<file path="src/rtl/hlmc_defines.vh">
// Constants for the haptic loop mode control block
`ifndef HLMC_DEFINES_VH
`define HLMC_DEFINES_VH
// Clock and time bases
`define HLMC_CLK_HZ 40000000
`define HLMC_CLK_MHZ (`HLMC_CLK_HZ / 1000000)
`define HLMC_PWM_HZ 20500
`define HLMC_PWM_CYC (`HLMC_CLK_HZ / `HLMC_PWM_HZ)
`define HLMC_START_US 1000
`define HLMC_START_CYC (`HLMC_START_US * `HLMC_CLK_MHZ)
`define HLMC_OL_UNIT_NS 97560
`define HLMC_OL_UNIT_CYC (`HLMC_OL_UNIT_NS * `HLMC_CLK_MHZ / 1000)
`define HLMC_DT_UNIT_US 100
`define HLMC_DT_UNIT_CYC (`HLMC_DT_UNIT_US * `HLMC_CLK_MHZ)
// Register byte offsets
`define HLMC_OFS_CTRL 8'h00
`define HLMC_OFS_DRIVE 8'h04
`define HLMC_OFS_LEVEL 8'h08
`define HLMC_OFS_STATUS 8'h0c
`define HLMC_OFS_PERIOD 8'h10
// Control fields
`define HLMC_CTRL_TYPE 0
`define HLMC_CTRL_LATCH 1
`define HLMC_CTRL_ULIM 2
`define HLMC_CTRL_GO 4
`define HLMC_CTRL_MASK 32'h0000001f
`define HLMC_CTRL_RST 32'h00000000
// Drive timing fields
`define HLMC_DRV_OLP 0
`define HLMC_DRV_DT 8
`define HLMC_DRV_ZC 16
`define HLMC_DRV_BRK 20
`define HLMC_DRV_MASK 32'h00731f7f
`define HLMC_DRV_RST 32'h00100a29
// Level fields
`define HLMC_LVL_AMP 0
`define HLMC_LVL_RATED 8
`define HLMC_LVL_CLAMP 16
`define HLMC_LVL_MASK 32'h00ffffff
`define HLMC_LVL_RST 32'h00c08000
// Bus responses
`define HLMC_RESP_OKAY 2'b00
`define HLMC_RESP_SLVERR 2'b10
`endif

</file>
<file path="src/rtl/hlmc_top.v">
// Haptic actuator loop mode control with AXI4-Lite registers
// Operation
// Host selects actuator type before playback
// Resonance acquired within first half cycle
// Resonance estimate refreshed every half cycle
// Tracking independent of level calibration
// Resonant period readable, valid while synchronised
// Invalid back-EMF: open-loop overdrive, then resume
// Fallback half period from drive minus detect
// Latch open-loop only after sync failure
// Two-bit limit of tolerated unsynchronised cycles
// Latched open-loop: no overdrive, no braking
// Open-loop period is code times 97.56us
// Drive starts 1 ms after trigger
// Both outputs PWM at 20.5 kHz
// Closed loop adds overdrive and braking itself
// Startup boost raises loop gain
// Brake ratio scales braking versus driving gain
// Full-scale input gives rated level
// Output never exceeds overdrive clamp
// Shutdown pin low holds device off
// Mode changes only at cycle boundaries
//
// Local design decisions: the AXI4-Lite slave port and the placing of the registers.
`timescale 1ns/1ps
`default_nettype none
`include "hlmc_defines.vh"

module hlmc_top #(
   parameter START_CYC = `HLMC_START_CYC,
   parameter BOOST_HALVES = 4,
   parameter BRAKE_HALVES = 4
) (
   // Clock and reset
   input wire aclk,
   input wire aresetn,
   // AXI4-Lite write channels
   input wire [7:0] awaddr,
   input wire awvalid,
   output wire awready,
   input wire [31:0] wdata,
   input wire [3:0] wstrb,
   input wire wvalid,
   output wire wready,
   output reg [1:0] bresp,
   output reg bvalid,
   input wire bready,
   // AXI4-Lite read channels
   input wire [7:0] araddr,
   input wire arvalid,
   output wire arready,
   output reg [31:0] rdata,
   output reg [1:0] rresp,
   output reg rvalid,
   input wire rready,
   // Device pins
   input wire shutdown_n_pin,
   input wire bemf_sign_pin,
   input wire bemf_valid_pin,
   // Actuator drive
   output reg out_p,
   output reg out_n
);

   localparam [1:0] ST_IDLE = 2'd0;
   localparam [1:0] ST_WAIT = 2'd1;
   localparam [1:0] ST_DRIVE = 2'd2;
   localparam [1:0] ST_BRAKE = 2'd3;
   // Full-width copies, cut to the counter widths on purpose
   localparam [31:0] PWM_CYC_W = `HLMC_PWM_CYC;
   localparam [31:0] START_W = START_CYC - 1;
   localparam [31:0] BOOST_W = BOOST_HALVES;
   localparam [31:0] BRAKE_W = BRAKE_HALVES;
   localparam [10:0] PWM_LAST = PWM_CYC_W[10:0] - 11'h001;
   localparam [15:0] START_LAST = START_W[15:0];
   localparam [7:0] BOOST_N = BOOST_W[7:0];
   localparam [7:0] BRAKE_N = BRAKE_W[7:0];

   // Gain scaling: (a+1)*r/256 so that a full-scale input yields r exactly
   function [7:0] scale8;
      input [7:0] a;
      input [7:0] r;
      reg [15:0] p;
      begin
         p = ({8'h00, a} + 16'h0001) * {8'h00, r};
         scale8 = p[15:8];
      end
   endfunction

   // Saturate a raised level at the clamp
   function [7:0] clamp8;
      input [10:0] x;
      input [7:0] c;
      begin
         if (x > {3'h0, c})
            clamp8 = c;
         else
            clamp8 = x[7:0];
      end
   endfunction

   // Time code times a cycle unit, cut to the timer width
   function [19:0] mul_unit;
      input [6:0] k;
      input [31:0] u;
      reg [31:0] p;
      begin
         p = {25'h0, k} * u;
         mul_unit = p[19:0];
      end
   endfunction

   // Byte-lane merge for write strobes
   function [31:0] merge;
      input [31:0] o;
      input [31:0] n;
      input [3:0] s;
      integer i;
      begin
         merge = o;
         for (i = 0; i < 4; i = i + 1)
            if (s[i])
               merge[8*i +: 8] = n[8*i +: 8];
      end
   endfunction

   reg sd_meta, sd_sync, bs_meta, bs_sync, bs_prev, bv_meta, bv_sync;
   reg [31:0] ctrl, drive, level;
   reg [1:0] state;
   reg [15:0] wait_cnt;
   reg [19:0] half_tmr;
   reg [20:0] period;
   reg [10:0] pwm_cnt, duty;
   reg [7:0] halves, brk_cnt;
   reg [2:0] unsync_cnt;
   reg pol, synced, latched, cl_mode, act_lra;
   reg bound, good, bad;
   reg [7:0] lvl;
   reg [31:0] rd_val;
   reg rd_err;

   // Register fields
   wire actuator_type_select = ctrl[`HLMC_CTRL_TYPE];
   wire latch_open_loop_enable = ctrl[`HLMC_CTRL_LATCH];
   wire [1:0] unsync_cycle_limit = ctrl[`HLMC_CTRL_ULIM +: 2];
   wire go = ctrl[`HLMC_CTRL_GO];
   wire [6:0] open_loop_period_code = drive[`HLMC_DRV_OLP +: 7];
   wire [4:0] drive_time = drive[`HLMC_DRV_DT +: 5];
   wire [1:0] zero_cross_detect_time = drive[`HLMC_DRV_ZC +: 2];
   wire [2:0] brake_gain_ratio = drive[`HLMC_DRV_BRK +: 3];
   wire [7:0] amp = level[`HLMC_LVL_AMP +: 8];
   wire [7:0] rated = level[`HLMC_LVL_RATED +: 8];
   wire [7:0] clampv = level[`HLMC_LVL_CLAMP +: 8];

   // Bus handshakes: write needs address and data together
   wire wr_go = awvalid & wvalid & ~bvalid;
   wire ar_go = arvalid & ~rvalid;
   assign awready = wr_go;
   assign wready = wr_go;
   assign arready = ar_go;
   wire wr_hit = (awaddr == `HLMC_OFS_CTRL) | (awaddr == `HLMC_OFS_DRIVE) |
      (awaddr == `HLMC_OFS_LEVEL) | (awaddr == `HLMC_OFS_STATUS) |
      (awaddr == `HLMC_OFS_PERIOD);

   // Half-period limits of both open-loop schedules
   wire [4:0] dt_diff = (drive_time > {3'h0, zero_cross_detect_time}) ?
      drive_time - {3'h0, zero_cross_detect_time} : 5'h01;
   wire [19:0] fb_half = mul_unit({2'h0, dt_diff}, `HLMC_DT_UNIT_CYC);
   wire [19:0] ol_full = mul_unit(open_loop_period_code, `HLMC_OL_UNIT_CYC);
   wire [19:0] ol_half = {1'b0, ol_full[19:1]};
   wire [19:0] fb_lim = fb_half - 20'h00001;
   wire [19:0] ol_lim = (ol_half == 20'h0) ? 20'h0 : ol_half - 20'h00001;

   wire driving = (state == ST_DRIVE) | (state == ST_BRAKE);
   wire pwm_wrap = (pwm_cnt == PWM_LAST);
   wire zc_hit = (bs_sync ^ bs_prev) & bv_sync;
   wire closed = cl_mode & ~latched;
   wire [7:0] target = scale8(amp, rated);
   wire [10:0] brk_raw = {3'h0, target} * ({8'h0, brake_gain_ratio} + 11'h001);
   wire [31:0] dprod = {24'h0, lvl} * `HLMC_PWM_CYC;

   // Pin synchronisers; the first stage is never read by logic
   always @(posedge aclk)
   begin
      if (!aresetn)
      begin
         sd_meta <= 1'b0;
         sd_sync <= 1'b0;
         bs_meta <= 1'b0;
         bs_sync <= 1'b0;
         bv_meta <= 1'b0;
         bv_sync <= 1'b0;
         bs_prev <= 1'b0;
      end
      else
      begin
         sd_meta <= shutdown_n_pin;
         sd_sync <= sd_meta;
         bs_meta <= bemf_sign_pin;
         bs_sync <= bs_meta;
         bv_meta <= bemf_valid_pin;
         bv_sync <= bv_meta;
         bs_prev <= bs_sync; // Delayed sign, a toggle marks a crossing
      end
   end

   // Half-cycle boundary: carrier wrap for ERM, back-EMF edge, fallback timeout or open-loop timer
   always @*
   begin
      bound = 1'b0;
      good = 1'b0;
      bad = 1'b0;
      if (driving)
      begin
         if (!act_lra)
            bound = pwm_wrap;
         else if (cl_mode)
         begin
            if (zc_hit)
            begin
               bound = 1'b1;
               good = 1'b1;
            end
            else if (half_tmr >= fb_lim)
            begin
               bound = 1'b1;
               bad = 1'b1;
            end
         end
         else
            bound = (half_tmr >= ol_lim);
      end
   end

   // Output level: boost and brake only in closed loop, clamp in every mode
   always @*
   begin
      if (state == ST_BRAKE)
         lvl = clamp8(brk_raw, clampv);
      else if (!closed)
         lvl = clamp8({3'h0, target}, clampv);
      else if (act_lra && !synced)
         lvl = clampv;
      else if (halves < BOOST_N)
         lvl = clamp8({1'b0, target, 2'b00}, clampv);
      else
         lvl = clamp8({3'h0, target}, clampv);
   end

   // Configuration registers; shutdown clears them like a reset
   always @(posedge aclk)
   begin
      if (!aresetn || !sd_sync)
      begin
         ctrl <= `HLMC_CTRL_RST;
         drive <= `HLMC_DRV_RST;
         level <= `HLMC_LVL_RST;
      end
      else if (wr_go)
      begin
         if (awaddr == `HLMC_OFS_CTRL)
            ctrl <= merge(ctrl, wdata, wstrb) & `HLMC_CTRL_MASK;
         if (awaddr == `HLMC_OFS_DRIVE)
            drive <= merge(drive, wdata, wstrb) & `HLMC_DRV_MASK;
         if (awaddr == `HLMC_OFS_LEVEL)
            level <= merge(level, wdata, wstrb) & `HLMC_LVL_MASK;
      end
   end

   // Write response
   always @(posedge aclk)
   begin
      if (!aresetn)
      begin
         bvalid <= 1'b0;
         bresp <= `HLMC_RESP_OKAY;
      end
      else if (wr_go)
      begin
         bvalid <= 1'b1;
         bresp <= wr_hit ? `HLMC_RESP_OKAY : `HLMC_RESP_SLVERR;
      end
      else if (bready)
         bvalid <= 1'b0;
   end

   // Read decode
   always @*
   begin
      rd_val = 32'h0;
      rd_err = 1'b0;
      case (araddr)
         `HLMC_OFS_CTRL: rd_val = ctrl;
         `HLMC_OFS_DRIVE: rd_val = drive;
         `HLMC_OFS_LEVEL: rd_val = level;
         `HLMC_OFS_STATUS: rd_val = {26'h0, synced & (state == ST_DRIVE),
            closed, state == ST_BRAKE, latched, synced, state != ST_IDLE};
         `HLMC_OFS_PERIOD: rd_val = {11'h0, period};
         default: rd_err = 1'b1;
      endcase
   end

   // Read data is registered with its response
   always @(posedge aclk)
   begin
      if (!aresetn)
      begin
         rvalid <= 1'b0;
         rdata <= 32'h0;
         rresp <= `HLMC_RESP_OKAY;
      end
      else if (ar_go)
      begin
         rvalid <= 1'b1;
         rdata <= rd_val;
         rresp <= rd_err ? `HLMC_RESP_SLVERR : `HLMC_RESP_OKAY;
      end
      else if (rready)
         rvalid <= 1'b0;
   end

   // Playback sequencer and resonance tracking
   always @(posedge aclk)
   begin
      if (!aresetn || !sd_sync)
      begin
         state <= ST_IDLE;
         wait_cnt <= 16'h0;
         half_tmr <= 20'h0;
         period <= 21'h0;
         halves <= 8'h0;
         brk_cnt <= 8'h0;
         unsync_cnt <= 3'h0;
         pol <= 1'b1;
         synced <= 1'b0;
         latched <= 1'b0;
         cl_mode <= 1'b1;
         act_lra <= 1'b0;
      end
      else
      begin
         // Latch is released by clearing its enable, or by reset or shutdown
         if (!latch_open_loop_enable)
            latched <= 1'b0;
         case (state)
            ST_IDLE:
            begin
               half_tmr <= 20'h0;
               halves <= 8'h0;
               unsync_cnt <= 3'h0;
               synced <= 1'b0;
               pol <= 1'b1;
               cl_mode <= ~latched;
               act_lra <= actuator_type_select;
               wait_cnt <= 16'h0;
               if (go)
                  state <= ST_WAIT;
            end
            ST_WAIT:
            begin
               wait_cnt <= wait_cnt + 16'h0001;
               if (!go)
                  state <= ST_IDLE;
               else if (wait_cnt == START_LAST)
                  state <= ST_DRIVE;
            end
            default:
            begin
               half_tmr <= bound ? 20'h0 : half_tmr + 20'h00001;
               // Tracking uses only the edge timer, never the level scaling
               if (good)
                  period <= {half_tmr + 20'h00001, 1'b0};
               if (bound)
               begin
                  if (act_lra)
                     pol <= ~pol;
                  if (halves != 8'hff)
                     halves <= halves + 8'h01;
                  cl_mode <= ~latched;
               end
               if (good)
               begin
                  synced <= 1'b1;
                  unsync_cnt <= 3'h0;
               end
               if (bad)
               begin
                  synced <= 1'b0;
                  if (unsync_cnt != 3'h7)
                     unsync_cnt <= unsync_cnt + 3'h1;
                  if (latch_open_loop_enable && unsync_cnt >= {1'b0, unsync_cycle_limit})
                     latched <= 1'b1;
               end
               if (state == ST_DRIVE && !go && bound)
               begin
                  // Braking only when the loop is closed
                  brk_cnt <= BRAKE_N;
                  state <= closed ? ST_BRAKE : ST_IDLE;
               end
               else if (state == ST_BRAKE && bound)
               begin
                  brk_cnt <= brk_cnt - 8'h01;
                  if (brk_cnt <= 8'h01)
                     state <= ST_IDLE;
               end
            end
         endcase
      end
   end

   // PWM carrier; duty reloads at wrap so a period is never cut short
   always @(posedge aclk)
   begin
      if (!aresetn || !sd_sync)
      begin
         pwm_cnt <= 11'h0;
         duty <= 11'h0;
         out_p <= 1'b0;
         out_n <= 1'b0;
      end
      else
      begin
         pwm_cnt <= pwm_wrap ? 11'h0 : pwm_cnt + 11'h001;
         if (pwm_wrap)
            duty <= dprod[18:8];
         out_p <= driving & (pwm_cnt < duty) & (pol ^ (state == ST_BRAKE));
         out_n <= driving & (pwm_cnt < duty) & ~(pol ^ (state == ST_BRAKE));
      end
   end

endmodule // hlmc_top

`default_nettype wire

</file>
<file path="config.mk">
export PLATFORM = sky130hd
export DESIGN_NAME = hlmc_top
export DESIGN_NICKNAME = d
export VERILOG_FILES = /design/src/rtl/hlmc_top.v
export VERILOG_INCLUDE_DIRS = /design/src /design/src/rtl
export SDC_FILE = /design/constraint.sdc
export NUM_CORES = 1
export LEC_CHECK = 0
export ABC_AREA = 1
export BUFFER_PORTS_ARGS = -buffer_cell sky130_fd_sc_hd__buf_2
export CORE_AREA = 2 2 208 210
export CTS_CLUSTER_SIZE = 8
export DETAILED_ROUTE_END_ITERATION = 10
export DIE_AREA = 0 0 210 212
export GPL_TIMING_DRIVEN = 0
export REMOVE_ABC_BUFFERS = 1
export SETUP_SLACK_MARGIN = 0.4
export SLEW_MARGIN = 20
export SYNTH_ARGS = -nofsm -noshare
export SYNTH_HDL_FRONTEND = slang
export SYNTH_SLANG_ARGS = --single-unit
</file>
<file path="constraint.sdc">
create_clock -name aclk -period 21.7 [get_ports aclk]
set_input_delay 2.17 -clock aclk [delete_from_list [all_inputs] [get_ports aclk]]
set_output_delay 2.17 -clock aclk [all_outputs]
set_load 0.1 [all_outputs]
</file>
==> impl_metrics.xml <==
<?xml version="1.0" encoding="UTF-8"?>
<metrics>
  <group name="worst_setup_path">
    <metric name="critPathLaunchType" unit="">flop</metric>
    <metric name="ff2ff_setup_slack" unit="ns">7.65</metric>
    <metric name="critical_path_buf_inv_count" unit="">8</metric>
    <metric name="timing.critical_path.fanout_max" unit="">16</metric>
    <metric name="reg2reg_to" unit="">duty[6]</metric>
    <metric name="timing.rr.start" unit="">level[0]</metric>
    <metric name="ff2ff_path_depth" unit="">60</metric>
    <metric name="path_common_cell" unit="">nand2_1</metric>
    <metric name="critical_path.endpoint_type" unit="">flop</metric>
    <metric name="cp_data_arrival_time" unit="ns">14.36</metric>
    <metric name="worst_path_max_delay_cell" unit="">fa_1</metric>
    <metric name="timing.critical_path.max_delay_family" unit="">adder cells</metric>
    <metric name="required" unit="ns">22.01</metric>
    <metric name="ws_path_type" unit="">reg -&gt; reg</metric>
    <metric name="total_stage_count_of_the_critical_path" unit="">60</metric>
    <metric name="delay_of_the_slowest_cell_on_the_worst_path" unit="ns">0.57</metric>
  </group>
  <group name="cts">
    <metric name="cts.repair.resized" unit="">0</metric>
    <metric name="post_cts_buffers" unit="">0</metric>
    <metric name="clk_pin_slew_worst_paths" unit="ns">0.07</metric>
    <metric name="clock_latency" unit="ns">0.45</metric>
    <metric name="cts-hold-fix-buffers" unit="">0</metric>
    <metric name="cts_htree_levels" unit="">4</metric>
    <metric name="tritoncts_num_sinks" unit="">187</metric>
    <metric name="cts_buffers" unit="">17</metric>
    <metric name="clk_path_buf_depth" unit="">2</metric>
    <metric name="clock_tree_from_tritoncts" unit="">yes</metric>
    <metric name="cts_root_buf" unit="">clkbuf_16</metric>
  </group>
  <group name="die">
    <metric name="core-area" unit="sq um">42500</metric>
    <metric name="initial_utilization" unit="%">44.1</metric>
    <metric name="die-width" unit="microns">210</metric>
    <metric name="die_y" unit="microns">212</metric>
    <metric name="io_pins" unit="">105</metric>
    <metric name="std_cell_rows" unit="">76</metric>
    <metric name="die_area" unit="sq um">44500</metric>
  </group>
  <group name="yosys">
    <metric name="post_synth.cell_area_avg" unit="sq um">7.17</metric>
    <metric name="seq_area_frac_synth" unit="%">20.0</metric>
    <metric name="synth_async_sr_flop_share" unit="%">0</metric>
    <metric name="ys.flop_type" unit="">dfxtp_1</metric>
    <metric name="synth.lib_cells_used.distinct" unit="">64</metric>
    <metric name="number_of_flops_mapped_to_enable_cells_by_yosys" unit="">0</metric>
    <metric name="syn-instance-count" unit="">2615</metric>
    <metric name="ys.warnings.count" unit="">0</metric>
    <metric name="netlist_area" unit="sq um">18700</metric>
    <metric name="yosys_register_bits" unit="">187</metric>
  </group>
  <group name="power_and_ir_drop">
    <metric name="leakage" unit="nW">9.97</metric>
    <metric name="peakVddDrop" unit="mV">0.0620</metric>
    <metric name="p_per_area" unit="nW/um^2">34.9</metric>
  </group>
  <group name="worst_hold_path">
    <metric name="worst_hold_startpoint" unit="">bv_meta</metric>
    <metric name="min_delay_worst_endpoint" unit="">bv_sync</metric>
    <metric name="hp-class" unit="">reg -&gt; reg</metric>
    <metric name="whs_path_depth" unit="">2</metric>
  </group>
  <group name="finish">
    <metric name="postLayoutCoreUtil" unit="%">47.7</metric>
    <metric name="syn2layout_area_growth" unit="%">8.26</metric>
    <metric name="layout_commonest_cell" unit="">nand2_1</metric>
    <metric name="final_nets" unit="">3092</metric>
    <metric name="antennaDiodeCount" unit="">0</metric>
    <metric name="layout.cells.most_common_list" unit="">nand2_1 (490), inv_1 (468), nor2_1 (255)</metric>
    <metric name="layout.filler_cells" unit="">4269</metric>
    <metric name="regArea" unit="sq um">3740</metric>
    <metric name="drive_above_1_share" unit="%">8.02</metric>
    <metric name="footprint_of_the_multi_input_gates" unit="sq um">13000</metric>
  </group>
  <group name="drt">
    <metric name="drt_drc_violations_left" unit="">0</metric>
    <metric name="route.antenna.remaining_nets" unit="">0</metric>
    <metric name="wirelength" unit="mm">51.2</metric>
    <metric name="detailroute.via_count" unit="">16900</metric>
    <metric name="first_iter_violations" unit="">1084</metric>
    <metric name="detail_route.first_pass.iterations" unit="">5</metric>
    <metric name="via_to_cell_ratio" unit="">5.20</metric>
    <metric name="dr_wl_cell" unit="microns">15.8</metric>
  </group>
  <group name="grt">
    <metric name="track_usage" unit="%">23.9</metric>
    <metric name="antenna_found_initial" unit="">0</metric>
    <metric name="grt_max_degree" unit="">70</metric>
    <metric name="grt.overflow.total" unit="">0</metric>
    <metric name="first_global_vias" unit="">16800</metric>
    <metric name="grt_pass1_wl" unit="mm">84.7</metric>
  </group>
  <group name="sta">
    <metric name="timing.hold.ws" unit="ns">0.414</metric>
    <metric name="worstMarginPinSlew" unit="ns">1.05</metric>
    <metric name="fmax" unit="GHz">0.0712</metric>
    <metric name="worst_slew_margin_rel" unit="%">29.7</metric>
    <metric name="tns" unit="ns">0</metric>
    <metric name="finalHoldViolCount" unit="">0</metric>
    <metric name="setup_repair_after_global_routing_missed_its_margin" unit="">no</metric>
    <metric name="fraction_of_the_cycle_the_final_worst_path_needs" unit="%">64.7</metric>
    <metric name="timing.clock.skew" unit="ns">0.0102</metric>
    <metric name="final-max-slew-violation-count" unit="">0</metric>
    <metric name="final-setup-viol-count" unit="">0</metric>
    <metric name="fin_crit" unit="ns">14.05</metric>
  </group>
  <group name="placed_design">
    <metric name="place.gp.congestion" unit="">0.936</metric>
    <metric name="dpl.hpwl" unit="mm">42.4</metric>
    <metric name="port-buffer-count" unit="">85</metric>
  </group>
  <group name="run_status">
    <metric name="outcome" unit="">completed</metric>
  </group>
  <group name="job">
    <metric name="timing.max_cap.violations" unit="">0</metric>
  </group>
</metrics>
-- Yosys cell counts (all sizes together) (8+ instances only) --
master	n	area (sq um)
fa	112	2240
nand2	517	2010
xor2	59	539
clkbuf	33	128
buf	18	130
o211ai	20	150
a31oi	12	75.1
dfxtp	187	3740
or2	13	81.3
nor3	31	165
nand4	44	290
o21bai	10	75.1
nor4	9	86.3
xnor2	31	287
nand3	112	588
nor2	272	1070
a21oi	200	1030
o21ai	137	704
nand3b	8	60.1
ha	237	2970
inv	480	1800
a211oi	10	75.1
o22ai	12	75.1
-- worst reg2reg max path: cells and delay by family, from the launching register on --
| kind | cells | cell delay (ns) |
|---|---|---|
| XOR/XNOR | 3 | 1.29 |
| AO/OA/AOI/OAI | 7 | 1.20 |
| adder cells (fa/ha/maj) | 15 | 6.98 |
| buffers and inverters | 8 | 0.55 |
| flip-flops | 1 | 0.56 |
| AND/OR/NAND/NOR | 27 | 3.34 |
-- stage by stage --
step	setup slack, ns	total power [mW]	instance area (sq um)	instances
2_1_floorplan	9.33	0.378	18500	2574
3_3_place_gp	7.66	0.391	19600	3205
3_5_place_dp	7.73	0.392	19700	3208
4_1_cts	7.64	0.714	20300	3240
5_1_grt	6.62	0.729	20300	3240
6_report	7.65	0.709	20300	3240
-- flip-flops by register name, indices dropped and copies added (netlist names), 2 cells and up --
register,cells
ctrl,5
drive,17
period,20
level,24
rdata,24
brk_cnt,8
pwm_cnt,11
half_tmr,20
halves,8
duty,11
wait_cnt,16
state,2
unsync_cnt,3
-- area by class of cell --
| class | instances | share of cell area (%) |
|---|---|---|
| Clock buffer | 20 | 2.30 |
| Multi-Input combinational cell | 1901 | 63.9 |
| Clock inverter | 12 | 0.678 |
| Sequential cell | 187 | 18.4 |
| Tap cell | 546 | 3.37 |
| Timing Repair Buffer | 88 | 2.29 |
| Inverter | 486 | 9.01 |
-- worst max-delay path by stage --
stage / startpoint / to / slack [ns]
final: level[0] / duty[6] / 7.65
after detailed placement: level[0] / duty[6] / 7.73
after global routing: level[0] / duty[6] / 6.62
after CTS: level[0] / duty[6] / 7.64
after global placement: level[0] / duty[6] / 7.66
after floorplan: level[0] / duty[6] / 9.33
-- cell families after synthesis --
family                   count (synthesis)  synth area share, %
buffers and inverters                  537                 11.1
adder cells (fa/ha/maj)                349                 27.8
AND/OR/NAND/NOR                       1017                 23.6
other                                    2               0.0401
XOR/XNOR                                90                 4.41
flip-flops                             187                 20.0
AO/OA/AOI/OAI                          433                 13.1
-- power by group --
part / switching, mW / total, mW / internal, mW
Clock: 0.145 / 0.325 / 0.180
Sequential: 0.00131 / 0.346 / 0.344
Combinational: 0.0309 / 0.0381 / 0.00720
Total: 0.177 / 0.709 / 0.532
-- layer usage --
metal  track usage, %  share of wire, %  up-vias
li1                 -                 -     8523
met1             31.1                46     7856
met2             41.1                47      401
met3             2.90               4.5       70
met4             8.41               3.1        0
met5                0                 0        -
(Power assumes the default switching activity.)
